`src/pkg/prs_pkg.sv`:
```
// shared constants, types and timing counts of the phy reset sequencer
package prs_pkg;

   ////////////////////////////////////////////////////////////////////////////////
   // clock and widths
   localparam int CLK_PERIOD_NS = 10;
   localparam int STRAP_W       = 4;
   localparam int CNT_W         = 28;
   localparam int SEQ_W         = 4;
   localparam int PRE_W         = 6;

   ////////////////////////////////////////////////////////////////////////////////
   // times in their own units
   localparam int  T_LATCH_NS    = 120;
   localparam int  T_DRIVE_NS    = 64;
   localparam int  T_MGMT_RST_MS = 2;
   localparam int  T_MGMT_PWR_MS = 200;
   localparam real T_FLP_S       = 1.5;

   ////////////////////////////////////////////////////////////////////////////////
   // derived cycle counts: short waits round up, longest waits round down
   localparam int LATCH_CYC    = (T_LATCH_NS + CLK_PERIOD_NS - 1) / CLK_PERIOD_NS;
   localparam int DRIVE_CYC    = (T_DRIVE_NS + CLK_PERIOD_NS - 1) / CLK_PERIOD_NS;
   localparam int MGMT_RST_CYC = (T_MGMT_RST_MS * 1000000) / CLK_PERIOD_NS;
   localparam int MGMT_PWR_CYC = (T_MGMT_PWR_MS * 1000000) / CLK_PERIOD_NS;
   localparam int FLP_CYC      = int'(T_FLP_S * 1.0e9) / CLK_PERIOD_NS;

   localparam logic [SEQ_W-1:0] LATCH_LOAD = SEQ_W'(LATCH_CYC - 1);
   localparam logic [SEQ_W-1:0] DRIVE_LOAD = SEQ_W'(DRIVE_CYC - 1);

   ////////////////////////////////////////////////////////////////////////////////
   // management preamble
   localparam logic [PRE_W-1:0] PRE_LEN = 6'h20;

   ////////////////////////////////////////////////////////////////////////////////
   // reset values
   localparam logic [STRAP_W-1:0] STRAP_RST = 4'h0;

   ////////////////////////////////////////////////////////////////////////////////
   // types
   typedef enum logic [1:0] {
      ST_HOLD  = 2'b00,
      ST_LATCH = 2'b01,
      ST_DRIVE = 2'b10,
      ST_RUN   = 2'b11
   } prs_state_e;

   typedef struct packed {
      logic [STRAP_W-1:0] level;
   } prs_strap_s;

   typedef struct packed {
      logic mdc;
      logic mdio;
   } prs_mgmt_s;

endpackage

```
`src/design/prs_sequencer.sv`:
```
// start-up and reset sequencer of a 10/100 ethernet transceiver
`timescale 1ns/1ps
module prs_sequencer #(
   parameter logic [prs_pkg::CNT_W-1:0] MGMT_RST_LIMIT = prs_pkg::CNT_W'(prs_pkg::MGMT_RST_CYC),
   parameter logic [prs_pkg::CNT_W-1:0] MGMT_PWR_LIMIT = prs_pkg::CNT_W'(prs_pkg::MGMT_PWR_CYC),
   parameter logic [prs_pkg::CNT_W-1:0] FLP_LIMIT      = prs_pkg::CNT_W'(prs_pkg::FLP_CYC)
) (
   // clock and power-on reset
   input  wire logic                        clk,
   input  wire logic                        reset,
   // reset pin, active low
   input  wire logic                        rst_pin_n,
   // shared strap / output pins
   input  wire prs_pkg::prs_strap_s         cfg_pin_in,
   input  wire prs_pkg::prs_strap_s         func_out,
   output prs_pkg::prs_strap_s              cfg_pin_out,
   output logic [prs_pkg::STRAP_W-1:0]      cfg_pin_oe,
   // latched configuration
   output prs_pkg::prs_strap_s              strap,
   output logic                             strap_valid,
   // management bus
   input  wire prs_pkg::prs_mgmt_s          mgmt,
   output logic                             mgmt_enable,
   output logic                             preamble_det,
   output logic                             access_start,
   // core control
   output logic                             core_reset,
   output logic                             flp_enable
);
   import prs_pkg::*;

   ////////////////////////////////////////////////////////////////////////////////
   // state and sequence counter
   prs_state_e       state;
   prs_state_e       next_state;
   logic [SEQ_W-1:0] seq_cnt;
   logic [SEQ_W-1:0] next_seq_cnt;
   logic             power_up;
   logic             mdc_q;
   logic [PRE_W-1:0] ones_cnt;
   logic [PRE_W-1:0] next_ones_cnt;
   logic             mgmt_done;
   logic             flp_done;

   wire pin_low     = !rst_pin_n;
   wire seq_zero    = (seq_cnt == '0);
   wire latch_now   = (state == ST_LATCH) && seq_zero && !pin_low;
   wire drive_now   = (state == ST_DRIVE) && seq_zero && !pin_low;
   wire timer_clear = (state == ST_HOLD) || pin_low;
   wire mdc_rise    = mgmt.mdc && !mdc_q;
   wire pre_full    = (ones_cnt == PRE_LEN);
   wire pre_last    = (ones_cnt == (PRE_LEN - PRE_W'(1)));
   wire listen      = mgmt_enable && !pin_low;
   // power-up uses the longer settling window before management is trusted
   wire [CNT_W-1:0] mgmt_limit = power_up ? MGMT_PWR_LIMIT : MGMT_RST_LIMIT;

   always_comb begin
      next_state   = state;
      next_seq_cnt = seq_cnt;
      case (state)
         ST_HOLD: begin
            if (!pin_low) begin
               next_state   = ST_LATCH;
               next_seq_cnt = LATCH_LOAD;
            end
         end
         ST_LATCH: begin
            if (seq_zero) begin
               next_state   = ST_DRIVE;
               next_seq_cnt = DRIVE_LOAD;
            end else begin
               next_seq_cnt = seq_cnt - SEQ_W'(1);
            end
         end
         ST_DRIVE: begin
            if (seq_zero) begin
               next_state = ST_RUN;
            end else begin
               next_seq_cnt = seq_cnt - SEQ_W'(1);
            end
         end
         ST_RUN: begin
            next_state = ST_RUN;
         end
         default: begin
            next_state = ST_HOLD;
         end
      endcase
      // pin low overrides every state
      if (pin_low) begin
         next_state   = ST_HOLD;
         next_seq_cnt = '0;
      end
   end

   always_ff @(posedge clk or posedge reset) begin
      if (reset) begin
         state   <= ST_HOLD;
         seq_cnt <= '0;
      end else begin
         state   <= next_state;
         seq_cnt <= next_seq_cnt;
      end
   end

   // first pin reset turns the power-up window into the short one
   always_ff @(posedge clk or posedge reset) begin
      if (reset) begin
         power_up <= 1'b1;
      end else if (pin_low) begin
         power_up <= 1'b0;
      end
   end

   ////////////////////////////////////////////////////////////////////////////////
   // straps and shared pins
   always_ff @(posedge clk or posedge reset) begin
      if (reset) begin
         strap       <= STRAP_RST;
         strap_valid <= 1'b0;
      end else if (pin_low) begin
         strap_valid <= 1'b0;
      end else if (latch_now) begin
         strap       <= cfg_pin_in;
         strap_valid <= 1'b1;
      end
   end

   // pins stay inputs until the straps are safely captured
   always_ff @(posedge clk or posedge reset) begin
      if (reset) begin
         cfg_pin_oe  <= '0;
         cfg_pin_out <= STRAP_RST;
         core_reset  <= 1'b1;
      end else begin
         cfg_pin_oe  <= (next_state == ST_RUN) ? '1 : '0;
         cfg_pin_out <= func_out;
         core_reset  <= (next_state != ST_RUN);
      end
   end

   ////////////////////////////////////////////////////////////////////////////////
   // long waits
   prs_timer u_mgmt_tmr (
      .clk   (clk),
      .reset (reset),
      .clear (timer_clear),
      .limit (mgmt_limit),
      .done  (mgmt_done)
   );

   prs_timer u_flp_tmr (
      .clk   (clk),
      .reset (reset),
      .clear (timer_clear),
      .limit (FLP_LIMIT),
      .done  (flp_done)
   );

   always_ff @(posedge clk or posedge reset) begin
      if (reset) begin
         mgmt_enable <= 1'b0;
         flp_enable  <= 1'b0;
      end else begin
         mgmt_enable <= mgmt_done && !pin_low;
         flp_enable  <= flp_done && !pin_low && (state == ST_RUN);
      end
   end

   ////////////////////////////////////////////////////////////////////////////////
   // preamble detection, sampled on mdc rising
   always_comb begin
      next_ones_cnt = ones_cnt;
      if (!listen) begin
         next_ones_cnt = '0;
      end else if (mdc_rise) begin
         if (!mgmt.mdio) begin
            next_ones_cnt = '0;
         end else if (!pre_full) begin
            next_ones_cnt = ones_cnt + PRE_W'(1);
         end
      end
   end

   always_ff @(posedge clk or posedge reset) begin
      if (reset) begin
         mdc_q        <= 1'b0;
         ones_cnt     <= '0;
         preamble_det <= 1'b0;
         access_start <= 1'b0;
      end else begin
         mdc_q        <= mgmt.mdc;
         ones_cnt     <= next_ones_cnt;
         preamble_det <= listen && mdc_rise && mgmt.mdio && pre_last;
         access_start <= listen && mdc_rise && !mgmt.mdio && pre_full;
      end
   end

   ////////////////////////////////////////////////////////////////////////////////
   // checks
   logic [15:0] since_rel;

   always_ff @(posedge clk or posedge reset) begin
      if (reset) begin
         since_rel <= '0;
      end else if (state == ST_HOLD) begin
         since_rel <= '0;
      end else if (since_rel != 16'hFFFF) begin
         since_rel <= since_rel + 16'h0001;
      end
   end

   a_strap_latch_time: assert property (@(posedge clk) disable iff (reset)
      $rose(strap_valid) |-> since_rel == 16'(LATCH_CYC))
      else $error("straps latched at wrong time");

   a_pin_drive_time: assert property (@(posedge clk) disable iff (reset)
      $rose(cfg_pin_oe[0]) |-> since_rel == 16'(LATCH_CYC + DRIVE_CYC) && strap_valid)
      else $error("pins driven at wrong time");

   a_hold_in_reset: assert property (@(posedge clk) disable iff (reset)
      pin_low |=> state == ST_HOLD && cfg_pin_oe == '0 && core_reset && !mgmt_enable
                  && !preamble_det && !flp_enable)
      else $error("activity while reset pin low");

   a_preamble_count: assert property (@(posedge clk) disable iff (reset)
      preamble_det |-> $past(ones_cnt) == PRE_LEN - PRE_W'(1) && $past(mgmt_enable)
                      && ones_cnt == PRE_LEN)
      else $error("preamble flagged without 32 ones");

   a_start_after_pre: assert property (@(posedge clk) disable iff (reset)
      access_start |-> $past(ones_cnt) == PRE_LEN && ones_cnt == '0)
      else $error("access start without full preamble");

   a_mgmt_wait_done: assert property (@(posedge clk) disable iff (reset)
      $rose(mgmt_enable) |-> $past(mgmt_done) && !$past(pin_low))
      else $error("management enabled before wait");

   a_flp_after_wait: assert property (@(posedge clk) disable iff (reset)
      $rose(flp_enable) |-> $past(flp_done) && !cfg_pin_oe[0] == 1'b0 && !core_reset)
      else $error("link pulses started early");

   a_pins_inputs_early: assert property (@(posedge clk) disable iff (reset)
      !strap_valid |-> cfg_pin_oe == '0)
      else $error("pins driven before straps latched");

   c_release_run: cover property (@(posedge clk) disable iff (reset)
      $rose(cfg_pin_oe[0]));
   c_preamble_seen: cover property (@(posedge clk) disable iff (reset)
      preamble_det ##[1:200] access_start);
   c_pin_reset_run: cover property (@(posedge clk) disable iff (reset)
      pin_low ##1 !pin_low ##[1:30] state == ST_RUN);

endmodule

```
`src/design/prs_timer.sv`:
```
// elapsed-time counter used for the long start-up waits
`timescale 1ns/1ps
module prs_timer (
   // clock and reset
   input  wire logic                      clk,
   input  wire logic                      reset,
   // control
   input  wire logic                      clear,
   input  wire logic [prs_pkg::CNT_W-1:0] limit,
   // status
   output logic                           done
);
   import prs_pkg::*;

   logic [CNT_W-1:0] count;
   wire              at_end;

   // limit must be at least one cycle
   assign at_end = (count == (limit - CNT_W'(1)));

   always_ff @(posedge clk or posedge reset) begin
      if (reset) begin
         count <= '0;
         done  <= 1'b0;
      end else if (clear) begin
         count <= '0;
         done  <= 1'b0;
      end else if (!done) begin
         count <= count + CNT_W'(1);
         done  <= at_end;
      end
   end

   a_timer_cleared: assert property (@(posedge clk) disable iff (reset)
      clear |=> !done)
      else $error("timer done while cleared");

endmodule

```
`config.mk`:
```
export PLATFORM = sky130hd
export DESIGN_NAME = prs_sequencer
export DESIGN_NICKNAME = d
export VERILOG_FILES = /design/src/pkg/prs_pkg.sv /design/src/design/prs_sequencer.sv /design/src/design/prs_timer.sv
export SDC_FILE = /design/constraint.sdc
export NUM_CORES = 1
export LEC_CHECK = 0
export ABC_AREA = 1
export BUFFER_PORTS_ARGS = -buffer_cell sky130_fd_sc_hd__buf_2
export CORE_AREA = 2 2 90 113
export CTS_CLUSTER_DIAMETER = 50
export DETAILED_ROUTE_END_ITERATION = 12
export DIE_AREA = 0 0 92 115
export HOLD_SLACK_MARGIN = 0.06
export PLACE_DENSITY = 0.79
export SYNTH_ARGS = -nofsm -noshare
export SYNTH_HDL_FRONTEND = slang
export SYNTH_SLANG_ARGS = --single-unit
```
`constraint.sdc`:
```
create_clock -name clk -period 2.9 [get_ports clk]
set_clock_uncertainty 0.2 [all_clocks]
set_input_delay 0.29 -clock clk [delete_from_list [all_inputs] [get_ports clk]]
set_output_delay 0.29 -clock clk [all_outputs]
set_load 0.05 [all_outputs]
```
==> results by group <==
Timing
  – Fin crit share: between 70% and 80%
  – RSZ-0062 raised after global routing: false
  – Crit path time final: roughly 2.1 ns
  – Rel. slew slack: about three fifths
  – Fin. max-slew vios: 0
  – Worst slew pin tran: 0.613 ns
  – Setup violators final: 0
  – Endpoints failing hold: 0
  – Fin Hold WS: 0.189 ns
  – Setup_tns: 0 ns
  – Fmax: 0.469 GHz

Synth
  – Number of flops mapped to enable cells by yosys: 0
  – Unique masters post-synth: 32
  – Synth area leaders: dfrtp_1 42%, nand2_1 12%, nor2_1 9.1%
  – Cells after Synth: roughly 700
  – Post-synth top flop: dfrtp_1
  – Asr flop ratio synth: 100%
  – Sequential area share after synthesis: a little over two fifths
  – Post-synth top area share: around two fifths
  – Mapped Area: 5090 µm²
  – Yosys warns: 0
  – Syn_nets: between 700 and 800
  – Synth area leader: dfrtp_1
  – Avg Synthesized Cell Area: between 7 and 8 µm²
  – #FFs+latches synth: 87

CTS
  – CTS tree: done
  – Cts repair resizes: 0
  – Clock sinks: 87
  – CTS buffer count: 9
  – CTS root buf: clkbuf_16
  – Worst skew pair latency: about 0.34 ns
  – Htree depth: 3
  – Clk pin slew, worst setup/hold paths: ~0.060 ns
  – CTS Buffer Depth: 2

Layout
  – Ant. Diodes: 0
  – Share of post-route cells with drive strength above 1: between 10% and 20%
  – Final net count: 770
  – Syn-to-layout area delta: 13.0%

Floorplan
  – Rows: 40
  – Die W: around 92 µm
  – Initial Util: between 50% and 60%
  – Die Ht: between 100 and 150 µm
  – I/O pin count: 31
  – Die ar.: around 11000 µm²
  – Core area: ~9500 µm²

GRT
  – Pin count of the biggest net entering global routing: 37
  – Initial antenna violation count: 0
  – Global-route wire length before repair: between 20000 and 25000 µm
  – Vias in the first global route: around 4700
  – GRT overflow: 0
  – Total GRT Usage: between 20% and 30%

Run
  – Max_cap viols: 0

Route
  – Via count: ~4700
  – Iter 0 DRT Violations: around 270
  – DRC errors left: 0
  – Antenna Nets Post-Route: 0
  – WL final: ~12000 µm
  – Routed WL per cell: 13.6 µm
  – Drt pass-1 iters: 5
  – DR vias/cell: 5.35

Power
  – Leak: approximately 0.0026 µW
  – Worst VDD drop: between 400 and 500 µV
  – Pwr/cell area: 497 nW/µm²

Worst setup path
  – Flop2flop setup slack: 0.81 ns
  – Worst EP required: ~3.0 ns
  – Reg2reg end: u_mgmt_tmr.count[3]
  – Crit start category: input pin
  – CP max FO: 26
  – Crit Path Class: in -> reg
  – Crit end category: flop
  – Worst R2R Start: state[1]
  – WP data arrival: roughly 2.2 ns
  – FF-to-FF path depth: 6

Place
  – Detailed Place HPWL: about 8900 µm
  – Buffers on Ports: 30
  – GPL Wtd Cong: roughly 0.9

Min path
  – Hold Path Class: in -> async

Run status
  – Status: complete, no violations
[stage by stage]
step                      cells  area [µm²]  setup WS [ns]  utilization (%)  total power, µW
final                       878        5750          0.767             60.5             2860
after global routing        878        5750          0.619             60.5             2980
after CTS                   878        5750          0.768             60.5             2880
after detailed placement    851        5340          0.840             56.2             1730
after global placement      851        5340          0.941             56.2             1710
after floorplan             703        5090          0.163                -             1630
[power by group]
group | switching [µW] | total [µW] | leakage [µW] | internal [µW]
registers | 28.7 | 1300 | 0.00118 | 1270
clock network | 480 | 1140 | 0.000135 | 664
logic | 306 | 421 | 0.00126 | 115
[metal layers]
metal | vias to the layer above | wire (µm) | track usage (%)
met5 | - | 0 | 0
met4 | 0 | 362 | 10.5
met3 | 32 | 455 | 4.91
met2 | 120 | 6450 | 46.4
met1 | 2230 | 4710 | 26.8
li1 | 2313 | - | -
[area by class of cell]
type                    instances  area [µm²]
clock buffers                  10         229
clock inverters                 5        58.8
fillers                       875        3760
inverters                     100         384
multi-input cells             502        2430
flip-flops and latches         87        2180
well taps                     126         158
repair buffers                 48         315
[placed cells by master (no fill, tap or decap), types with 3 or more instances in the layout]
master,Yosys,routed
clkbuf_16,0,9
a21oi_1,30,30
nand4_1,26,26
dlygate4sd3_1,0,12
ha_1,9,9
nor2_1,123,123
nor3_1,17,17
buf_4,8,6
nand2_1,167,167
dfrtp_1,85,85
nor4_1,4,4
o21ai_0,32,32
nand3_1,52,52
inv_1,96,95
nor2_4,11,11
buf_2,3,30
nand2_2,8,8
nor2_2,8,8
and2_1,3,3
[synth_stat cells, types with 3 or more instances]
cell type	n
nor2_4	11
nor2_1	123
and2_1	3
nand4_1	26
buf_2	3
ha_1	9
buf_4	8
nand2_2	8
nor2_2	8
nand2_1	167
dfrtp_1	85
nand3_1	52
nor3_1	17
inv_1	96
a21oi_1	30
nor4_1	4
o21ai_0	32
[worst max path at each step]
stage	to	cells past startpoint	startpoint
2_1_floorplan	access_start	1	reset
3_3_place_gp	seq_cnt[1]	8	state[0]
3_5_place_dp	u_mgmt_tmr.count[3]	6	state[1]
4_1_cts	u_mgmt_tmr.count[3]	7	rst_pin_n
5_1_grt	seq_cnt[1]	9	rst_pin_n
6_report	u_mgmt_tmr.count[3]	7	rst_pin_n
[flip-flops by register name, summed over array words and instances, names as in the netlist, 2 cells and up]
register / cells
seq_cnt: 4
strap: 4
cfg_pin_out: 4
ones_cnt: 6
u_mgmt_tmr.count: 28
u_flp_tmr.count: 28
state: 2
[critical path, cell delays in order]
cell,delay [ns]
dlygate4sd3_1,0.52
buf_2,0.20
inv_1,0.13
nor2_4,0.50
buf_4,0.31
o21ai_0,0.12
a21oi_1,0.13
[timing repair]
action	4_1_cts	5_1_grt
hold buffers	12	0
setup endpoints to repair	0	0
setup buffers	0	0
endpoints found under the hold margin	89	0
[logic make-up (layout without fill, tap and decap cells)]
logic type	Yosys count	in the layout	share of synthesized area (%)
DFF	87	87	42.8
and+or+nand+nor	427	427	38.8
xor gates and xnor gates	2	2	0.344
AOI/OAI and AO/OA	64	64	6.34
buffers and inverters	114	163	9.54
adders and majority gates	9	9	2.21
No activity file was read; power rests on OpenSTA's default activity.
